--- config.mk ---
export PLATFORM = sky130hd
export DESIGN_NAME = dmba_addr_gen
export DESIGN_NICKNAME = d
export VERILOG_FILES = /design/src/dmba_pkg.sv /design/src/dmba_bank_decode.sv /design/src/dmba_addr_gen.sv
export VERILOG_INCLUDE_DIRS = /design/src /design/src/src
export SDC_FILE = /design/constraint.sdc
export NUM_CORES = 1
export LEC_CHECK = 0
export BUFFER_PORTS_ARGS = -buffer_cell sky130_fd_sc_hd__buf_2
export CAP_MARGIN = 20
export CORE_UTILIZATION = 45
export DETAILED_ROUTE_END_ITERATION = 7
export PLACE_DENSITY = 0.77
export SLEW_MARGIN = 40
export SYNTH_ARGS = -nofsm -noshare
export SYNTH_HDL_FRONTEND = slang
export SYNTH_HIERARCHICAL = 1
export SYNTH_SLANG_ARGS = --single-unit
--- constraint.sdc ---
create_clock -name sys_clk_i -period 2.5 [get_ports sys_clk_i]
set_input_delay 0.125 -clock sys_clk_i [delete_from_list [all_inputs] [get_ports sys_clk_i]]
set_output_delay 0.125 -clock sys_clk_i [all_outputs]
set_load 0.03 [all_outputs]
--- src/dmba_consts.svh ---
// What this block does
// - Access bank is bank 0 low 96 bytes plus bank 15 top 160 bytes
// - One instruction bit picks the selected bank or the access bank
// - With that bit zero, low part continues directly into high part
// - Sixteen banks; banked direct addressing reaches only the selected bank
// - Bank select low four bits form the address upper four bits
// - Bank select high four bits read zero and ignore writes
// - Unimplemented bank reads return zero and writes are dropped
// - Status flags still update on direct reads and writes to unimplemented banks; moves never update them
// - Each bank holds 256 bytes, offsets zero through FFh
// - File-to-file move ignores bank select, uses full 12-bit addresses
// - Most special registers sit in access bank high part
`ifndef DMBA_CONSTS_SVH
`define DMBA_CONSTS_SVH

// ----------------------------------------
// Address layout
// ----------------------------------------
`define DMBA_ADDR_W 12
`define DMBA_OFS_W 8
`define DMBA_BANK_W 4
`define DMBA_BANK_COUNT 16
`define DMBA_ACC_LOW_BYTES 96
`define DMBA_ACC_HIGH_BYTES 160
`define DMBA_ACC_SPLIT 8'h60
`define DMBA_ACC_LOW_BANK 4'h0
`define DMBA_ACC_HIGH_BANK 4'hF
`define DMBA_IMPL_MASK 16'h803F

// ----------------------------------------
// Bank select register
// ----------------------------------------
`define DMBA_BSEL_ADDR 12'hFE0
`define DMBA_BSEL_RESET 4'h0
`define DMBA_BSEL_HIGH_ZERO 4'h0
`define DMBA_BYTE_ZERO 8'h00

`endif

--- src/dmba_pkg.sv ---
`include "dmba_consts.svh"

package dmba_pkg;

	// ----------------------------------------
	// Operation kinds from the decoder
	// ----------------------------------------
	typedef enum logic [1:0] {
		DMBA_OP_READ,
		DMBA_OP_WRITE,
		DMBA_OP_MOVE,
		DMBA_OP_LOAD_BANK
	} dmba_op_e;

	typedef logic [`DMBA_ADDR_W-1:0] dmba_addr_t;

	// Decoder request
	typedef struct packed {
		dmba_op_e op;
		logic bank_mode;
		logic [`DMBA_OFS_W-1:0] offset;
		dmba_addr_t src;
		dmba_addr_t dst;
		logic [7:0] wdata;
	} dmba_req_s;

	// Data RAM strobe group
	typedef struct packed {
		dmba_addr_t addr;
		logic rd;
		logic wr;
		logic [7:0] wdata;
	} dmba_mem_s;

	// Bank presence lookup
	function automatic logic bank_impl(input logic [`DMBA_BANK_COUNT-1:0] mask,
		input logic [`DMBA_BANK_W-1:0] bank);
		bank_impl = mask[bank];
	endfunction

endpackage

--- src/dmba_bank_decode.sv ---
`timescale 1ns/1ps
`include "dmba_consts.svh"

module dmba_bank_decode #(
	parameter logic [`DMBA_BANK_COUNT-1:0] IMPL_MASK = `DMBA_IMPL_MASK
) (
	input wire logic bank_mode_i,
	input wire logic [`DMBA_BANK_W-1:0] bank_sel_i,
	input wire logic [`DMBA_OFS_W-1:0] offset_i,
	output logic [`DMBA_ADDR_W-1:0] addr_o,
	output logic impl_o
);

	// ----------------------------------------
	// Direct address formation
	// ----------------------------------------
	// Access bank folds low part of bank 0 onto top of bank 15
	always_comb begin
		if (bank_mode_i) begin
			addr_o = {bank_sel_i, offset_i};
		end else if (offset_i < `DMBA_ACC_SPLIT) begin
			addr_o = {`DMBA_ACC_LOW_BANK, offset_i};
		end else begin
			addr_o = {`DMBA_ACC_HIGH_BANK, offset_i};
		end
		impl_o = dmba_pkg::bank_impl(IMPL_MASK, addr_o[`DMBA_ADDR_W-1 -: `DMBA_BANK_W]);
	end

endmodule

--- src/dmba_addr_gen.sv ---
`timescale 1ns/1ps
`include "dmba_consts.svh"

module dmba_addr_gen #(
	parameter logic [`DMBA_BANK_COUNT-1:0] IMPL_MASK = `DMBA_IMPL_MASK,
	parameter logic [`DMBA_ADDR_W-1:0] BSEL_ADDR = `DMBA_BSEL_ADDR
) (
	input wire logic sys_clk_i,
	input wire logic rstn_i,
	input wire logic req_valid_i,
	input wire dmba_pkg::dmba_req_s req_i,
	output logic req_ready_o,
	output dmba_pkg::dmba_mem_s mem_o,
	input wire logic [7:0] mem_rdata_i,
	output logic rd_valid_o,
	output logic [7:0] rd_data_o,
	output logic flag_upd_o,
	output logic [7:0] bank_sel_o
);

	typedef enum logic {
		ST_IDLE,
		ST_MOVE
	} dmba_state_e;

	// ----------------------------------------
	// Elaboration checks
	// ----------------------------------------
	// Access bank halves must exist, refused at elaboration
	if (IMPL_MASK[`DMBA_BANK_COUNT-1] == 1'b0 || IMPL_MASK[0] == 1'b0) begin : g_mask_chk
		$error("Access bank needs banks 0 and 15 implemented");
	end

	// ----------------------------------------
	// State
	// ----------------------------------------
	dmba_state_e state_r, state_nxt;
	dmba_pkg::dmba_mem_s mem_r, mem_nxt;
	logic [`DMBA_BANK_W-1:0] bsel_r, bsel_nxt;
	logic [`DMBA_ADDR_W-1:0] mv_dst_r, mv_dst_nxt;
	logic rd_ret_r, rd_ret_nxt;
	logic rd_impl_r, rd_impl_nxt;
	logic rd_bsel_r, rd_bsel_nxt;
	logic rd_valid_r, rd_valid_nxt;
	logic [7:0] rd_data_r, rd_data_nxt;
	logic flag_r, flag_nxt;

	logic [`DMBA_ADDR_W-1:0] dir_addr;
	logic dir_impl;
	logic [7:0] src_byte;
	logic take;

	dmba_bank_decode #(
		.IMPL_MASK(IMPL_MASK)
	) u_decode (
		.bank_mode_i(req_i.bank_mode),
		.bank_sel_i(bsel_r),
		.offset_i(req_i.offset),
		.addr_o(dir_addr),
		.impl_o(dir_impl)
	);

	// Handshake and visible outputs
	assign req_ready_o = (state_r == ST_IDLE);
	assign take = req_valid_i && req_ready_o;
	assign mem_o = mem_r;
	assign rd_valid_o = rd_valid_r;
	assign rd_data_o = rd_data_r;
	assign flag_upd_o = flag_r;
	assign bank_sel_o = {`DMBA_BSEL_HIGH_ZERO, bsel_r};

	// Byte seen on the read issued last cycle
	always_comb begin
		if (rd_bsel_r) begin
			src_byte = {`DMBA_BSEL_HIGH_ZERO, bsel_r};
		end else if (rd_impl_r) begin
			src_byte = mem_rdata_i;
		end else begin
			src_byte = `DMBA_BYTE_ZERO;
		end
	end

	// ----------------------------------------
	// Next-state logic
	// ----------------------------------------
	always_comb begin
		state_nxt = state_r;
		mem_nxt = mem_r;
		mem_nxt.rd = 1'b0;
		mem_nxt.wr = 1'b0;
		bsel_nxt = bsel_r;
		mv_dst_nxt = mv_dst_r;
		rd_ret_nxt = 1'b0;
		rd_impl_nxt = 1'b0;
		rd_bsel_nxt = 1'b0;
		rd_valid_nxt = rd_ret_r;
		rd_data_nxt = rd_ret_r ? src_byte : rd_data_r;
		flag_nxt = 1'b0;
		case (state_r)
			ST_IDLE: begin
				if (take) begin
					case (req_i.op)
						dmba_pkg::DMBA_OP_READ: begin
							mem_nxt.addr = dir_addr;
							rd_bsel_nxt = (dir_addr == BSEL_ADDR);
							mem_nxt.rd = dir_impl && !rd_bsel_nxt;
							rd_impl_nxt = dir_impl;
							rd_ret_nxt = 1'b1;
							flag_nxt = 1'b1;
						end
						dmba_pkg::DMBA_OP_WRITE: begin
							mem_nxt.addr = dir_addr;
							mem_nxt.wdata = req_i.wdata;
							flag_nxt = 1'b1;
							if (dir_addr == BSEL_ADDR) begin
								bsel_nxt = req_i.wdata[`DMBA_BANK_W-1:0];
							end else begin
								mem_nxt.wr = dir_impl;
							end
						end
						dmba_pkg::DMBA_OP_MOVE: begin
							mem_nxt.addr = req_i.src;
							rd_bsel_nxt = (req_i.src == BSEL_ADDR);
							rd_impl_nxt = dmba_pkg::bank_impl(IMPL_MASK,
								req_i.src[`DMBA_ADDR_W-1 -: `DMBA_BANK_W]);
							mem_nxt.rd = rd_impl_nxt && !rd_bsel_nxt;
							mv_dst_nxt = req_i.dst;
							state_nxt = ST_MOVE;
						end
						dmba_pkg::DMBA_OP_LOAD_BANK: begin
							bsel_nxt = req_i.wdata[`DMBA_BANK_W-1:0];
						end
						default: begin
							state_nxt = ST_IDLE;
						end
					endcase
				end
			end
			ST_MOVE: begin
				mem_nxt.addr = mv_dst_r;
				mem_nxt.wdata = src_byte;
				if (mv_dst_r == BSEL_ADDR) begin
					bsel_nxt = src_byte[`DMBA_BANK_W-1:0];
				end else begin
					mem_nxt.wr = dmba_pkg::bank_impl(IMPL_MASK,
						mv_dst_r[`DMBA_ADDR_W-1 -: `DMBA_BANK_W]);
				end
				state_nxt = ST_IDLE;
			end
			default: begin
				state_nxt = ST_IDLE;
			end
		endcase
	end

	// ----------------------------------------
	// Registers
	// ----------------------------------------
	always_ff @(posedge sys_clk_i or negedge rstn_i) begin
		if (!rstn_i) begin
			state_r <= ST_IDLE;
			mem_r <= '0;
			bsel_r <= `DMBA_BSEL_RESET;
			mv_dst_r <= '0;
			rd_ret_r <= 1'b0;
			rd_impl_r <= 1'b0;
			rd_bsel_r <= 1'b0;
			rd_valid_r <= 1'b0;
			rd_data_r <= `DMBA_BYTE_ZERO;
			flag_r <= 1'b0;
		end else begin
			state_r <= state_nxt;
			mem_r <= mem_nxt;
			bsel_r <= bsel_nxt;
			mv_dst_r <= mv_dst_nxt;
			rd_ret_r <= rd_ret_nxt;
			rd_impl_r <= rd_impl_nxt;
			rd_bsel_r <= rd_bsel_nxt;
			rd_valid_r <= rd_valid_nxt;
			rd_data_r <= rd_data_nxt;
			flag_r <= flag_nxt;
		end
	end
endmodule

==> summary.txt <==
STA
  • # setup viols final: 0
  • Worst slew pin tran: 0.737 ns
  • WHS: 0.0447 ns
  • Max-slew violations: 0
  • Crit share post-route: 91.1%
  • Minimum clock period: 2.28 ns
  • Worst rel slew slack: 50.9%
  • Fmax: 0.439 GHz
  • Setup ws final: 0.223 ns
  • Final TNS setup: 0 ns
  • RSZ-0062 raised after global routing: no
  • Worst Skew: 0.0108 ns
  • Final Hold Fails: 0

CTS
  • CTS max path bufs: 2
  • H-tree levels: 2
  • Post-CTS sizing: 0
  • Clock root buffer: clkbuf_8
  • Skew-Pair Late Insertion Delay: 0.31 ns
  • CTS Buf Count: 5
  • CTS tree: yes
  • Clk slew on worst S/H paths: 0.09 ns
  • Sink Count: 52

Pwr
  • Combinational share of power: 27.7%
  • Switching Share: 34.2%
  • Cell Pwr Density: 728 mW/mm2
  • Internal: 1.51 mW
  • Clk pwr share: 25.0%
  • Sw Pwr: 0.785 mW
  • Flop pwr share: 47.3%
  • Worst vdd ir: 0.349 mV
  • Static Leak: 1.54 nW

Yosys
  • Avg Cell Area, Syn: 10.8 um2
  • Post-synth EDFFs: 0
  • Mapped cell area: 0.00255 mm2
  • Top-count cell post-synth: dfrtp_1
  • Synth cell types: 37
  • Ys async rst share: 100%
  • Post-Synthesis Cells: 236
  • Leading register cell type out of synthesis: dfrtp_1
  • Synth Register Bits: 52
  • Register area share after synthesis: 51.1%
  • Synth area leader: dfrtp_1
  • Area share of the largest cell type after synthesis: 51.1%
  • Most instantiated cells after synthesis: dfrtp_1, o21ai_0, a22oi_1
  • Ranking of synthesized cells by area: dfrtp_1, a22oi_1, mux2_2
  • Ys Warns: 6

GRT
  • Vias in the first global route: 2,088
  • Overflow after GRT: 0
  • Largest net degree at the start of global routing: 34
  • Total GRT Usage: 22.7%
  • Initial antenna violation count: 0
  • First-pass GRT wire length: 10.4 mm

Drt
  • Initial drt markers: 126
  • DRC Markers: 0
  • Final wirelength: 6.48 mm
  • Detail-routed via count per cell: 5.60
  • Routed Antenna Nets: 0
  • Drt pass-1 iters: 4
  • Via count: 2,223
  • Wirelength per Cell: 16.3 um

Critical path
  • Crit Path Max Fanout: 6
  • CP Capture Type: register
  • Setup crit end: bsel_r[1]
  • R2R cell count: 6
  • WS Path Type: register to register
  • FF-to-FF Start: bsel_r[3]
  • Critical path origin: bsel_r[3]
  • RR Endpoint: bsel_r[1]
  • Type of origin of the critical path: register
  • Worst Path Required: 2.69 ns
  • Worst EP arrival: 2.47 ns
  • R2R Setup Slk: 0.22 ns

Floorplanning
  • Chip Height: 77.2 um
  • Die width: 77.2 um
  • Core Area: 0.00547 mm2
  • Die area: 0.00597 mm2
  • # IOs: 95
  • Initial core utilization: 46.5%
  • Row cnt: 27

Worst hold path
  • Worst hold path depth: 2
  • Hold/Removal Path Class: primary input to register

Placed design
  • Pre-CTS setup slack: 0.236 ns
  • Dpl hpwl: 5.04 mm
  • Port Buffer Count: 90
  • Placer Congestion: 0.911
  • Number of placed instances, taps included: 388

Finish
  • Area of the multi-input gates: 0.00109 mm2
  • Layout cells sized above 1: 40.3%
  • Layout Cells excl Fill: 397
  • Filler Cells Inserted: 504
  • Area Growth Syn to Fin: 23.8%
  • # diodes: 0
  • Nets: 378
  • Reg area: 0.00130 mm2

Job
  • Max-Cap Viols: 0

Status
  • Outcome: finished, final reports clean
-- cell families after synthesis --
| kind of cell | Yosys count | share of synthesized area [%] |
|---|---|---|
| and+or+nand+nor | 58 | 12.8 |
| DFF | 52 | 51.1 |
| AOI/OAI and AO/OA | 69 | 18.3 |
| muxes | 25 | 11.2 |
| other | 1 | 0.147 |
| buffers and inverters | 31 | 6.43 |
-- stage by stage --
| stage | total power [mW] | instance area (um2) | util (%) |
|---|---|---|---|
| 2_1_floorplan | 1.50 | 2560 | - |
| 3_3_place_gp | 1.72 | 3030 | 55.4 |
| 3_5_place_dp | 1.74 | 3030 | 55.4 |
| 4_1_cts | 2.31 | 3150 | 57.6 |
| 5_1_grt | 2.40 | 3150 | 57.6 |
| 6_report | 2.30 | 3150 | 57.6 |
-- layer usage --
metal,vias up,wire (um),global-route usage [%]
met5,-,0,0
met4,0,127,9.62
met3,13,419,3.57
met2,99,3030,35.0
met1,1086,2910,31.8
li1,1025,-,-
-- power by group through the flow --
stage	Clock, mW	Combinational [mW]	Sequential [mW]
after floorplan	0	0.245	1.26
after global placement	0	0.626	1.09
after detailed placement	0	0.636	1.10
after CTS	0.587	0.640	1.09
after global routing	0.618	0.683	1.10
final	0.575	0.636	1.09
-- layout make-up --
class | instances | share of cell area [%]
Clock buffer | 5 | 2.18
Clock inverter | 3 | 1.35
Inverter | 10 | 1.19
Multi-Input combinational cell | 156 | 34.7
Sequential cell | 52 | 41.3
Tap cell | 72 | 2.86
Timing Repair Buffer | 99 | 16.5
-- worst min-delay path by stage --
| stage | startpoint | end | slack (ns) |
|---|---|---|---|
| after global routing | req_i[11] | mv_dst_r[3] | 0.04 |
| final | req_i[18] | mv_dst_r[10] | 0.04 |
| after CTS | req_i[14] | mv_dst_r[6] | 0.04 |
| after detailed placement | rstn_i | rd_data_o[4] | 0.22 |
| after floorplan | rstn_i | bsel_r[0] | -0.17 |
| after global placement | rstn_i | rd_data_o[7] | 0.22 |
-- placed cells by master, fill, tap and decap left out, types with 3 or more instances in the layout --
master and n:
clkbuf_8 5, nor2b_1 4, mux2_4 4, o21ai_0 20, o221a_2 4, dfrtp_1 52
mux2_2 12, a22oi_1 19, nand3_1 6, nand2_1 17, buf_4 8, a221o_1 3
nand4_1 3, nor2_1 13, conb_1 4, mux2i_1 9, a21oi_1 17, inv_1 10
buf_2 90
-- registers in the layout (all words and copies together) (netlist names) --
signal / cells
rd_ret_r: 1
rd_impl_r: 1
mv_dst_r: 12
flag_upd_o: 1
rd_bsel_r: 1
rd_data_o: 8
state_r: 1
bsel_r: 4
rd_valid_o: 1
mem_o: 22
-- critical path, cell delays in order, from the launching register on --
cell and delay (ns):
dfrtp_1 0.43, inv_1 0.06, a21oi_1 0.19, or4b_4 0.49, or4_4 0.54, o211ai_4 0.14
mux2_4 0.33
-- timing repair --
item,in CTS,in global routing
hold endpoints to repair,31,0
hold buffers,1,0
setup buffers,0,0
No activity file was read; power rests on OpenSTA's default activity.
